$ cat src/design/iopc_defs.svh
// constants for the pad controller: register map, encodings, timing
// Functional notes
// - each pin push-pull, open-drain or input
// - per-pin pull-up and pull-down enables
// - per-pin switchable input de-bounce filter
// - per-pin level or edge interrupt detection
// - edge mode picks rising, falling or both
// - per-pin interrupt enable and sticky flag
// - per-pin eight-way peripheral multiplexer
// - analog input bypasses the multiplexer
// - selection zero is plain gpio function
// - analog-capable pins in analog mode drop the digital path
// - per-pin drive strength, eight settings
`ifndef IOPC_DEFS_SVH
`define IOPC_DEFS_SVH

`define IOPC_NPINS 8
`define IOPC_ADDR_W 8

// register byte offsets
`define IOPC_OFS_DOUT 8'h00
`define IOPC_OFS_MODE 8'h04
`define IOPC_OFS_PULLUP 8'h08
`define IOPC_OFS_PULLDN 8'h0c
`define IOPC_OFS_DBEN 8'h10
`define IOPC_OFS_ITYPE 8'h14
`define IOPC_OFS_ISEL 8'h18
`define IOPC_OFS_IEN 8'h1c
`define IOPC_OFS_IFLAG 8'h20
`define IOPC_OFS_DIN 8'h24
`define IOPC_OFS_MUX 8'h28
`define IOPC_OFS_DS 8'h2c

// pin mode encoding, two bits per pin
`define IOPC_MODE_INPUT 2'h0
`define IOPC_MODE_PUSHPULL 2'h1
`define IOPC_MODE_OPENDRAIN 2'h2
`define IOPC_MODE_ANALOG 2'h3

// interrupt select, two bits per pin
`define IOPC_ISEL_RISE 2'h1
`define IOPC_ISEL_FALL 2'h2
`define IOPC_ISEL_BOTH 2'h3

// reset values and analog-capable pin mask
`define IOPC_MUX_SELECTION_ZERO 3'h0
`define IOPC_DS_RESET 3'h0
`define IOPC_ANALOG_MASK 8'hf0

// de-bounce timing
`define IOPC_CLK_PERIOD_NS 10
`define IOPC_DB_TIME_NS 80
`define IOPC_DB_CYCLES ((`IOPC_DB_TIME_NS + `IOPC_CLK_PERIOD_NS - 1) / `IOPC_CLK_PERIOD_NS)

`endif

$ cat src/design/iopc_pkg.sv
// shared types of the pad controller
package iopc_pkg;
    typedef logic [1:0] iopc_mode_type;
    typedef logic [2:0] iopc_sel_type;
    typedef logic [2:0] iopc_ds_type;
    typedef logic [1:0] iopc_isel_type;
endpackage

$ cat src/design/iopc_pad_if.sv
// pad configuration and drive between controller and multiplexer
`timescale 1ns/1ns
interface iopc_pad_if #(parameter int NPINS = 8);
    logic [2*NPINS-1:0] mode;
    logic [NPINS-1:0] analog;
    logic [3*NPINS-1:0] mux_sel;
    logic [NPINS-1:0] gpio_do;
    logic [NPINS-1:0] pad_do;
    logic [NPINS-1:0] pad_oe;
    modport ctrl (output mode, output analog, output mux_sel, output gpio_do,
                  input pad_do, input pad_oe);
    modport mux (input mode, input analog, input mux_sel, input gpio_do,
                 output pad_do, output pad_oe);
endinterface

$ cat src/design/iopc_debounce.sv
// input synchroniser and per-pin de-bounce filter
`timescale 1ns/1ns
`include "iopc_defs.svh"
module iopc_debounce #(
    parameter int NPINS = 8,
    parameter int DB_CYCLES = `IOPC_DB_CYCLES
) (
    // clock and reset
    input wire logic pclk,
    input wire logic presetn,
    // pins and control
    input wire logic [NPINS-1:0] pad_di,
    input wire logic [NPINS-1:0] db_en,
    // filtered level
    output logic [NPINS-1:0] level
);
    localparam int CW = $clog2(DB_CYCLES + 1);
    localparam logic [CW-1:0] CNT_LAST = CW'(DB_CYCLES - 1);
    localparam int CNT_LAST_I = DB_CYCLES - 1;

    typedef struct packed {
        logic [NPINS-1:0] s1;
        logic [NPINS-1:0] s2;
        logic [NPINS-1:0] level;
        logic [NPINS-1:0][CW-1:0] cnt;
    } iopc_db_state_type;

    iopc_db_state_type r, nxt;

    ////////////////////////////////////////////////////////////////////////
    always_comb begin
        nxt = r;
        nxt.s1 = pad_di;
        nxt.s2 = r.s1;
        for (int i = 0; i < NPINS; i++) begin
            if (!db_en[i]) begin
                nxt.level[i] = r.s2[i];
                nxt.cnt[i] = '0;
            end else if (r.s2[i] == r.level[i]) begin
                nxt.cnt[i] = '0;
            end else if (r.cnt[i] == CNT_LAST) begin
                nxt.level[i] = r.s2[i];
                nxt.cnt[i] = '0;
            end else begin
                nxt.cnt[i] = r.cnt[i] + CW'(1);
            end
        end
    end

    always_ff @(posedge pclk or negedge presetn) begin
        if (!presetn) begin
            r <= '0;
        end else begin
            r <= nxt;
        end
    end

    assign level = r.level;
endmodule

$ cat src/design/iopc_mux.sv
// per-pin source multiplexer and output stage
`timescale 1ns/1ns
`include "iopc_defs.svh"
module iopc_mux #(
    parameter int NPINS = 8
) (
    // clock and reset
    input wire logic pclk,
    input wire logic presetn,
    // peripheral sources, eight per pin
    input wire logic [8*NPINS-1:0] per_do,
    input wire logic [8*NPINS-1:0] per_oe,
    // controller side
    iopc_pad_if.mux pads
);
    typedef struct packed {
        logic [NPINS-1:0] pad_do;
        logic [NPINS-1:0] pad_oe;
    } iopc_mux_state_type;

    iopc_mux_state_type r, nxt;

    ////////////////////////////////////////////////////////////////////////
    always_comb begin
        iopc_pkg::iopc_sel_type sel;
        iopc_pkg::iopc_mode_type m;
        sel = '0;
        m = '0;
        nxt = r;
        for (int i = 0; i < NPINS; i++) begin
            sel = pads.mux_sel[3*i +: 3];
            m = pads.mode[2*i +: 2];
            if (sel == `IOPC_MUX_SELECTION_ZERO) begin
                nxt.pad_do[i] = pads.gpio_do[i];
                nxt.pad_oe[i] = (m == `IOPC_MODE_PUSHPULL) || (m == `IOPC_MODE_OPENDRAIN);
            end else begin
                nxt.pad_do[i] = per_do[8*i + int'(sel)];
                nxt.pad_oe[i] = per_oe[8*i + int'(sel)];
            end
            if (m == `IOPC_MODE_OPENDRAIN) begin
                nxt.pad_oe[i] = nxt.pad_oe[i] & ~nxt.pad_do[i];
                nxt.pad_do[i] = 1'b0;
            end
            if (pads.analog[i]) begin
                nxt.pad_do[i] = 1'b0;
                nxt.pad_oe[i] = 1'b0;
            end
        end
    end

    always_ff @(posedge pclk or negedge presetn) begin
        if (!presetn) begin
            r <= '0;
        end else begin
            r <= nxt;
        end
    end

    assign pads.pad_do = r.pad_do;
    assign pads.pad_oe = r.pad_oe;
endmodule

$ cat src/design/iopc_top.sv
// pad controller: apb registers, interrupt detect, pad drive
//
// Decided for this implementation: the APB slave port and the address map.
`timescale 1ns/1ns
`include "iopc_defs.svh"
module iopc_top #(
    parameter int NPINS = `IOPC_NPINS,
    parameter logic [NPINS-1:0] ANALOG_MASK = `IOPC_ANALOG_MASK
) (
    // clock and reset
    input wire logic pclk,
    input wire logic presetn,
    // apb slave
    input wire logic psel,
    input wire logic penable,
    input wire logic pwrite,
    input wire logic [`IOPC_ADDR_W-1:0] paddr,
    input wire logic [31:0] pwdata,
    output logic [31:0] prdata,
    output logic pready,
    output logic pslverr,
    // pads
    input wire logic [NPINS-1:0] pad_di,
    output logic [NPINS-1:0] pad_do,
    output logic [NPINS-1:0] pad_oe,
    output logic [NPINS-1:0] pad_pu,
    output logic [NPINS-1:0] pad_pd,
    output logic [3*NPINS-1:0] drive_strength_select,
    output logic [NPINS-1:0] analog_en,
    // peripherals
    input wire logic [8*NPINS-1:0] per_do,
    input wire logic [8*NPINS-1:0] per_oe,
    output logic [NPINS-1:0] per_di,
    // interrupt request
    output logic irq
);
    typedef struct packed {
        logic [NPINS-1:0] dout;
        logic [2*NPINS-1:0] mode;
        logic [NPINS-1:0] pu;
        logic [NPINS-1:0] pd;
        logic [NPINS-1:0] dben;
        logic [NPINS-1:0] itype;
        logic [2*NPINS-1:0] isel;
        logic [NPINS-1:0] ien;
        logic [NPINS-1:0] iflag;
        logic [3*NPINS-1:0] mux;
        logic [3*NPINS-1:0] ds;
        logic [NPINS-1:0] prev;
        logic irq;
        logic [31:0] prdata;
    } iopc_top_state_type;

    iopc_top_state_type r, nxt;
    logic [NPINS-1:0] level;
    logic [NPINS-1:0] analog_eff;
    logic [NPINS-1:0] din_eff;
    logic [NPINS-1:0] ev;
    logic hit;
    logic wr;
    logic [31:0] rd;

    iopc_pad_if #(.NPINS(NPINS)) pads ();

    ////////////////////////////////////////////////////////////////////////
    iopc_debounce #(.NPINS(NPINS)) u_db (
        .pclk(pclk),
        .presetn(presetn),
        .pad_di(pad_di),
        .db_en(r.dben),
        .level(level)
    );

    iopc_mux #(.NPINS(NPINS)) u_mux (
        .pclk(pclk),
        .presetn(presetn),
        .per_do(per_do),
        .per_oe(per_oe),
        .pads(pads)
    );

    ////////////////////////////////////////////////////////////////////////
    // analog pins and digital input
    always_comb begin
        for (int i = 0; i < NPINS; i++) begin
            analog_eff[i] = (r.mode[2*i +: 2] == `IOPC_MODE_ANALOG) && ANALOG_MASK[i];
        end
    end

    assign din_eff = level & ~analog_eff;

    // event detection
    always_comb begin
        for (int i = 0; i < NPINS; i++) begin
            if (r.itype[i]) begin
                ev[i] = (r.isel[2*i] & din_eff[i] & ~r.prev[i])
                      | (r.isel[2*i+1] & ~din_eff[i] & r.prev[i]);
            end else begin
                ev[i] = (r.isel[2*i] & din_eff[i])
                      | (r.isel[2*i+1] & ~din_eff[i]);
            end
        end
    end

    ////////////////////////////////////////////////////////////////////////
    // apb decode
    always_comb begin
        hit = 1'b1;
        rd = '0;
        case (paddr)
            `IOPC_OFS_DOUT: rd[NPINS-1:0] = r.dout;
            `IOPC_OFS_MODE: rd[2*NPINS-1:0] = r.mode;
            `IOPC_OFS_PULLUP: rd[NPINS-1:0] = r.pu;
            `IOPC_OFS_PULLDN: rd[NPINS-1:0] = r.pd;
            `IOPC_OFS_DBEN: rd[NPINS-1:0] = r.dben;
            `IOPC_OFS_ITYPE: rd[NPINS-1:0] = r.itype;
            `IOPC_OFS_ISEL: rd[2*NPINS-1:0] = r.isel;
            `IOPC_OFS_IEN: rd[NPINS-1:0] = r.ien;
            `IOPC_OFS_IFLAG: rd[NPINS-1:0] = r.iflag;
            `IOPC_OFS_DIN: rd[NPINS-1:0] = din_eff;
            `IOPC_OFS_MUX: rd[3*NPINS-1:0] = r.mux;
            `IOPC_OFS_DS: rd[3*NPINS-1:0] = r.ds;
            default: hit = 1'b0;
        endcase
    end

    assign wr = psel && penable && pwrite && hit;

    ////////////////////////////////////////////////////////////////////////
    always_comb begin
        nxt = r;
        nxt.prev = din_eff;
        if (psel && !penable) begin
            nxt.prdata = rd;
        end
        if (wr) begin
            case (paddr)
                `IOPC_OFS_DOUT: nxt.dout = pwdata[NPINS-1:0];
                `IOPC_OFS_MODE: nxt.mode = pwdata[2*NPINS-1:0];
                `IOPC_OFS_PULLUP: nxt.pu = pwdata[NPINS-1:0];
                `IOPC_OFS_PULLDN: nxt.pd = pwdata[NPINS-1:0];
                `IOPC_OFS_DBEN: nxt.dben = pwdata[NPINS-1:0];
                `IOPC_OFS_ITYPE: nxt.itype = pwdata[NPINS-1:0];
                `IOPC_OFS_ISEL: nxt.isel = pwdata[2*NPINS-1:0];
                `IOPC_OFS_IEN: nxt.ien = pwdata[NPINS-1:0];
                `IOPC_OFS_MUX: nxt.mux = pwdata[3*NPINS-1:0];
                `IOPC_OFS_DS: nxt.ds = pwdata[3*NPINS-1:0];
                default: nxt.dout = r.dout;
            endcase
        end
        // write one clears, a new event wins
        if (wr && paddr == `IOPC_OFS_IFLAG) begin
            nxt.iflag = r.iflag & ~pwdata[NPINS-1:0];
        end
        nxt.iflag = nxt.iflag | ev;
        nxt.irq = |(nxt.iflag & nxt.ien);
    end

    always_ff @(posedge pclk or negedge presetn) begin
        if (!presetn) begin
            r <= '0;
            r.mux <= {NPINS{`IOPC_MUX_SELECTION_ZERO}};
            r.ds <= {NPINS{`IOPC_DS_RESET}};
        end else begin
            r <= nxt;
        end
    end

    ////////////////////////////////////////////////////////////////////////
    // outputs; both pulls are passed as written
    assign pads.mode = r.mode;
    assign pads.analog = analog_eff;
    assign pads.mux_sel = r.mux;
    assign pads.gpio_do = r.dout;
    assign pad_do = pads.pad_do;
    assign pad_oe = pads.pad_oe;
    assign pad_pu = r.pu;
    assign pad_pd = r.pd;
    assign drive_strength_select = r.ds;
    assign analog_en = analog_eff;
    assign per_di = din_eff;
    assign irq = r.irq;
    assign prdata = r.prdata;
    assign pready = 1'b1;
    assign pslverr = psel && penable && !hit;
endmodule

$ cat config.mk
export PLATFORM = sky130hd
export DESIGN_NAME = iopc_top
export DESIGN_NICKNAME = d
export VERILOG_FILES = /design/src/design/iopc_pkg.sv /design/src/design/iopc_pad_if.sv /design/src/design/iopc_debounce.sv /design/src/design/iopc_mux.sv /design/src/design/iopc_top.sv
export VERILOG_INCLUDE_DIRS = /design/src /design/src/design
export SDC_FILE = /design/constraint.sdc
export NUM_CORES = 1
export LEC_CHECK = 0
export ABC_AREA = 1
export ABC_CLOCK_PERIOD_IN_PS = 1400
export BUFFER_PORTS_ARGS = -buffer_cell sky130_fd_sc_hd__buf_2
export CAP_MARGIN = 0
export CELL_PAD_IN_SITES_DETAIL_PLACEMENT = 0
export CELL_PAD_IN_SITES_GLOBAL_PLACEMENT = 1
export CORE_MARGIN = 3
export CORE_UTILIZATION = 37
export CTS_BUF_LIST = sky130_fd_sc_hd__clkbuf_4
export CTS_CLUSTER_DIAMETER = 120
export DETAILED_ROUTE_END_ITERATION = 16
export GPL_TIMING_DRIVEN = 0
export PLACE_DENSITY = 0.83
export SYNTH_ARGS = -nofsm -noshare
export SYNTH_HDL_FRONTEND = slang
export SYNTH_SLANG_ARGS = --single-unit
$ cat constraint.sdc
create_clock -name pclk -period 1.4 [get_ports pclk]
set_input_delay 0.14 -clock pclk [delete_from_list [all_inputs] [get_ports pclk]]
set_output_delay 0.14 -clock pclk [all_outputs]
set_load 0.05 [all_outputs]
==> flow_summary.ini <==
[detailed_routing]
maxUsedRoutingLayer = met4
wl_met1_mm = 18.1
drc_errors = 0
vias = 12400
route.met2.wl_mm = 20.4
totalWireLength_mm = 43.7
drtPass1Iterations = 6
viasPerCell = 5.00
ant_nets = 0
wl_per_cell_um = 17.6
dr_wl_met3_mm = 3.33
drt_iter0_drc = 946

[timing]
hold_viol_final = 19
worst_pin_slew_ns = 0.834
period_needed_ns = 1.85
maxSlewViolCount = 0
max_freq_ghz = 0.541
fin_ws_ns = -0.449
relSlewSlack_pct = 44.4
rsz0062_at_grt = yes
hold_slack_ns = -0.0217
fin_crit_sh_pct = 132
setup_viol = 51
fin_worst_skew_ns = 0.0368

[layout]
layout.nets = 2198
multi_input_area_um2 = 5070
fin_util_pct = 55.6
stdcell_area_um2 = 17800
nFillCells = 2898
area_delta_synth_final_pct = 46.6
seq_area_um2 = 6060
drive_gt1_share_pct = 29.0

[grt]
grt_overflow = 0
track_usage_pct = 24.3
grt_pass1_vias = 12501
grt_pass1_wl_mm = 67.4
grt_antenna_before_repair = 3
grt_max_degree = 90

[pwr]
swShare_pct = 25.1
p_switching_mw = 3.88
clkPwrFrac_pct = 44.0
seqPwrFrac_pct = 46.1
pwr-share-comb_pct = 9.9
leakagePower_nw = 8.70
p_total_mw = 15.4
ir_drop_mv = 0.561
p_per_area_nw_per_um2 = 868
internal_power_mw = 11.6

[critical_path]
arrival_ns = 1.71
critPathLaunch = pads.mode[12]
rr_startpoint = pads.mode[8]
cp_max_fo = 3
start_kind = flop
timing_worst_setup_path_type = reg -> out
critical_path_required_ns = 1.26
end_kind = primary output
r2r_cells = 10

[yosys]
synthTopCellsByArea = dfrtp_1 (50%), nand2_1 (14%), o21ai_0 (7.1%), buf_4 (5.4%), nand3_1 (3.6%)
synth_area_um2 = 12100
synth.avg_cell_area_um2 = 8.10
synth-seq-cells = 241
ys_seq_area_share_pct = 49.7
async_reset_ff_share_pct = 100
yosysMostFrequentCell = nand2_1
yosys.area.top_type = dfrtp_1
ys_warn_count = 0
synth_commonest_cells = nand2_1 (464), dfrtp_1 (241), o21ai_0 (173)
synth_cells = 1497
synth_edf_count = 0
ys_types = 36
ys.flop_type = dfrtp_1
yosysTopAreaCellShare_pct = 49.7

[place]
dp_hpwl_mm = 29.7
port_buffers = 250
place_area_um2 = 14100
pre_cts_slack_ns = -0.655
gp_congestion = 0.905

[clock_network]
clockBufferDepth = 3
h-tree-depth = 3
clk_latency_ns = 0.69
clkTransAtPathRegs_ns = 0.06
root_buffer = clkbuf_4
clock-sinks = 241
cts_tree = yes
numCtsBuffers = 69

[floorplan]
die_y_um = 187
rows = 65
start_util_pct = 37.9
die_area_um2 = 35000
fp.dieW_um = 187
core_region_area_um2 = 32000
num_io_pins = 288

[min_path]
hold_path.class = in -> async

[outcome]
violations = hold timing, setup timing
status = finished, violations left

[run]
drv_cap = 0
final timing paths:
| check | to | slack (ns) |
|---|---|---|
| max in group asynchronous | pads.mux_sel[0] | 0.22 |
| min in group pclk | r[102] | 0.04 |
| worst max-delay path | per_di[6] | -0.45 |
| worst min register to register | u_db.r[43] | 0.35 |
| worst min-delay path | pads.mux_sel[9] | -0.02 |
| worst max register to register | u_mux.pads.pad_oe[4] | -0.30 |
state kept, by name, indices dropped and copies added, names as in the netlist:
register               cells
r                         56
u_db.r                    40
drive_strength_select     24
pads.mux_sel              24
prdata                    24
pads.mode                 16
pad_pd                     8
pad_pu                     8
pads.gpio_do               8
u_db.level                 8
u_db.nxt                   8
u_mux.pads.pad_do          8
u_mux.pads.pad_oe          8
irq                        1
power by group through the flow:
stage          clock, mW  sequential [mW]  combinational, mW
3_5_place_dp           0             7.24               1.09
5_1_grt             7.30             7.13               1.64
6_report            6.79             7.12               1.53
4_1_cts             6.91             7.12               1.49
2_1_floorplan          0             7.23              0.540
3_3_place_gp           0             7.24               1.06
per-layer routing:
metal	global-route usage, %	up-vias
met5	0	-
met2	39.3	579
met4	11.7	0
met3	5.23	121
li1	-	5784
met1	31.1	5916
cells by family after synthesis:
| kind of cell | share of synthesized area, % |
|---|---|
| XOR/XNOR | 1.16 |
| flip-flops | 49.7 |
| AND/OR/NAND/NOR | 24.4 |
| adder cells (fa/ha/maj) | 2.06 |
| buffers and inverters | 10.5 |
| other | 0.0619 |
| AO/OA/AOI/OAI | 12.1 |
per-stage QoR:
stage | cells | TNS [ns]
floorplan | 1508 | -0.0105
global placement | 2193 | -1069.77
detailed placement | 2195 | -65.03
CTS | 2452 | -6.54
global route | 2479 | -8.20
finish | 2479 | -4.58
cell usage in the layout, fill, tap and decap left out, types with 71 or more instances in the layout:
| master | count |
|---|---|
| buf_8 | 71 |
| nand3_1 | 87 |
| dfrtp_1 | 219 |
| clkbuf_4 | 109 |
| inv_1 | 91 |
| nand2_1 | 458 |
| o21ai_0 | 148 |
| buf_2 | 165 |
| nor2_1 | 105 |
| dlygate4sd3_1 | 148 |
| buf_4 | 91 |
critical path: stages (launching register included):
cell	delay (ns)
dfrtp_1	0.42
ha_4	0.19
inv_4	0.07
nand2_4	0.05
inv_4	0.08
buf_6	0.10
buf_8	0.13
layout make-up:
class | count | share of cell area, %
Timing Repair inverter | 2 | 0.0704
Multi-Input combinational cell | 1029 | 28.5
Inverter | 109 | 2.46
Timing Repair Buffer | 489 | 24.8
Buffer | 56 | 1.99
Clock inverter | 8 | 0.472
Clock buffer | 107 | 4.52
Sequential cell | 241 | 34.1
Tap cell | 435 | 3.06
Antenna cell | 3 | 0.0422
timing repair:
action                                 CTS  global route
resized for setup                      311            73
setup endpoints to repair              113           195
hold buffers                           148             0
pin swaps                               22            30
cloned                                   0             2
endpoints found under the hold margin  277             0
setup buffers                           66            24
(Power assumes the default switching activity.)
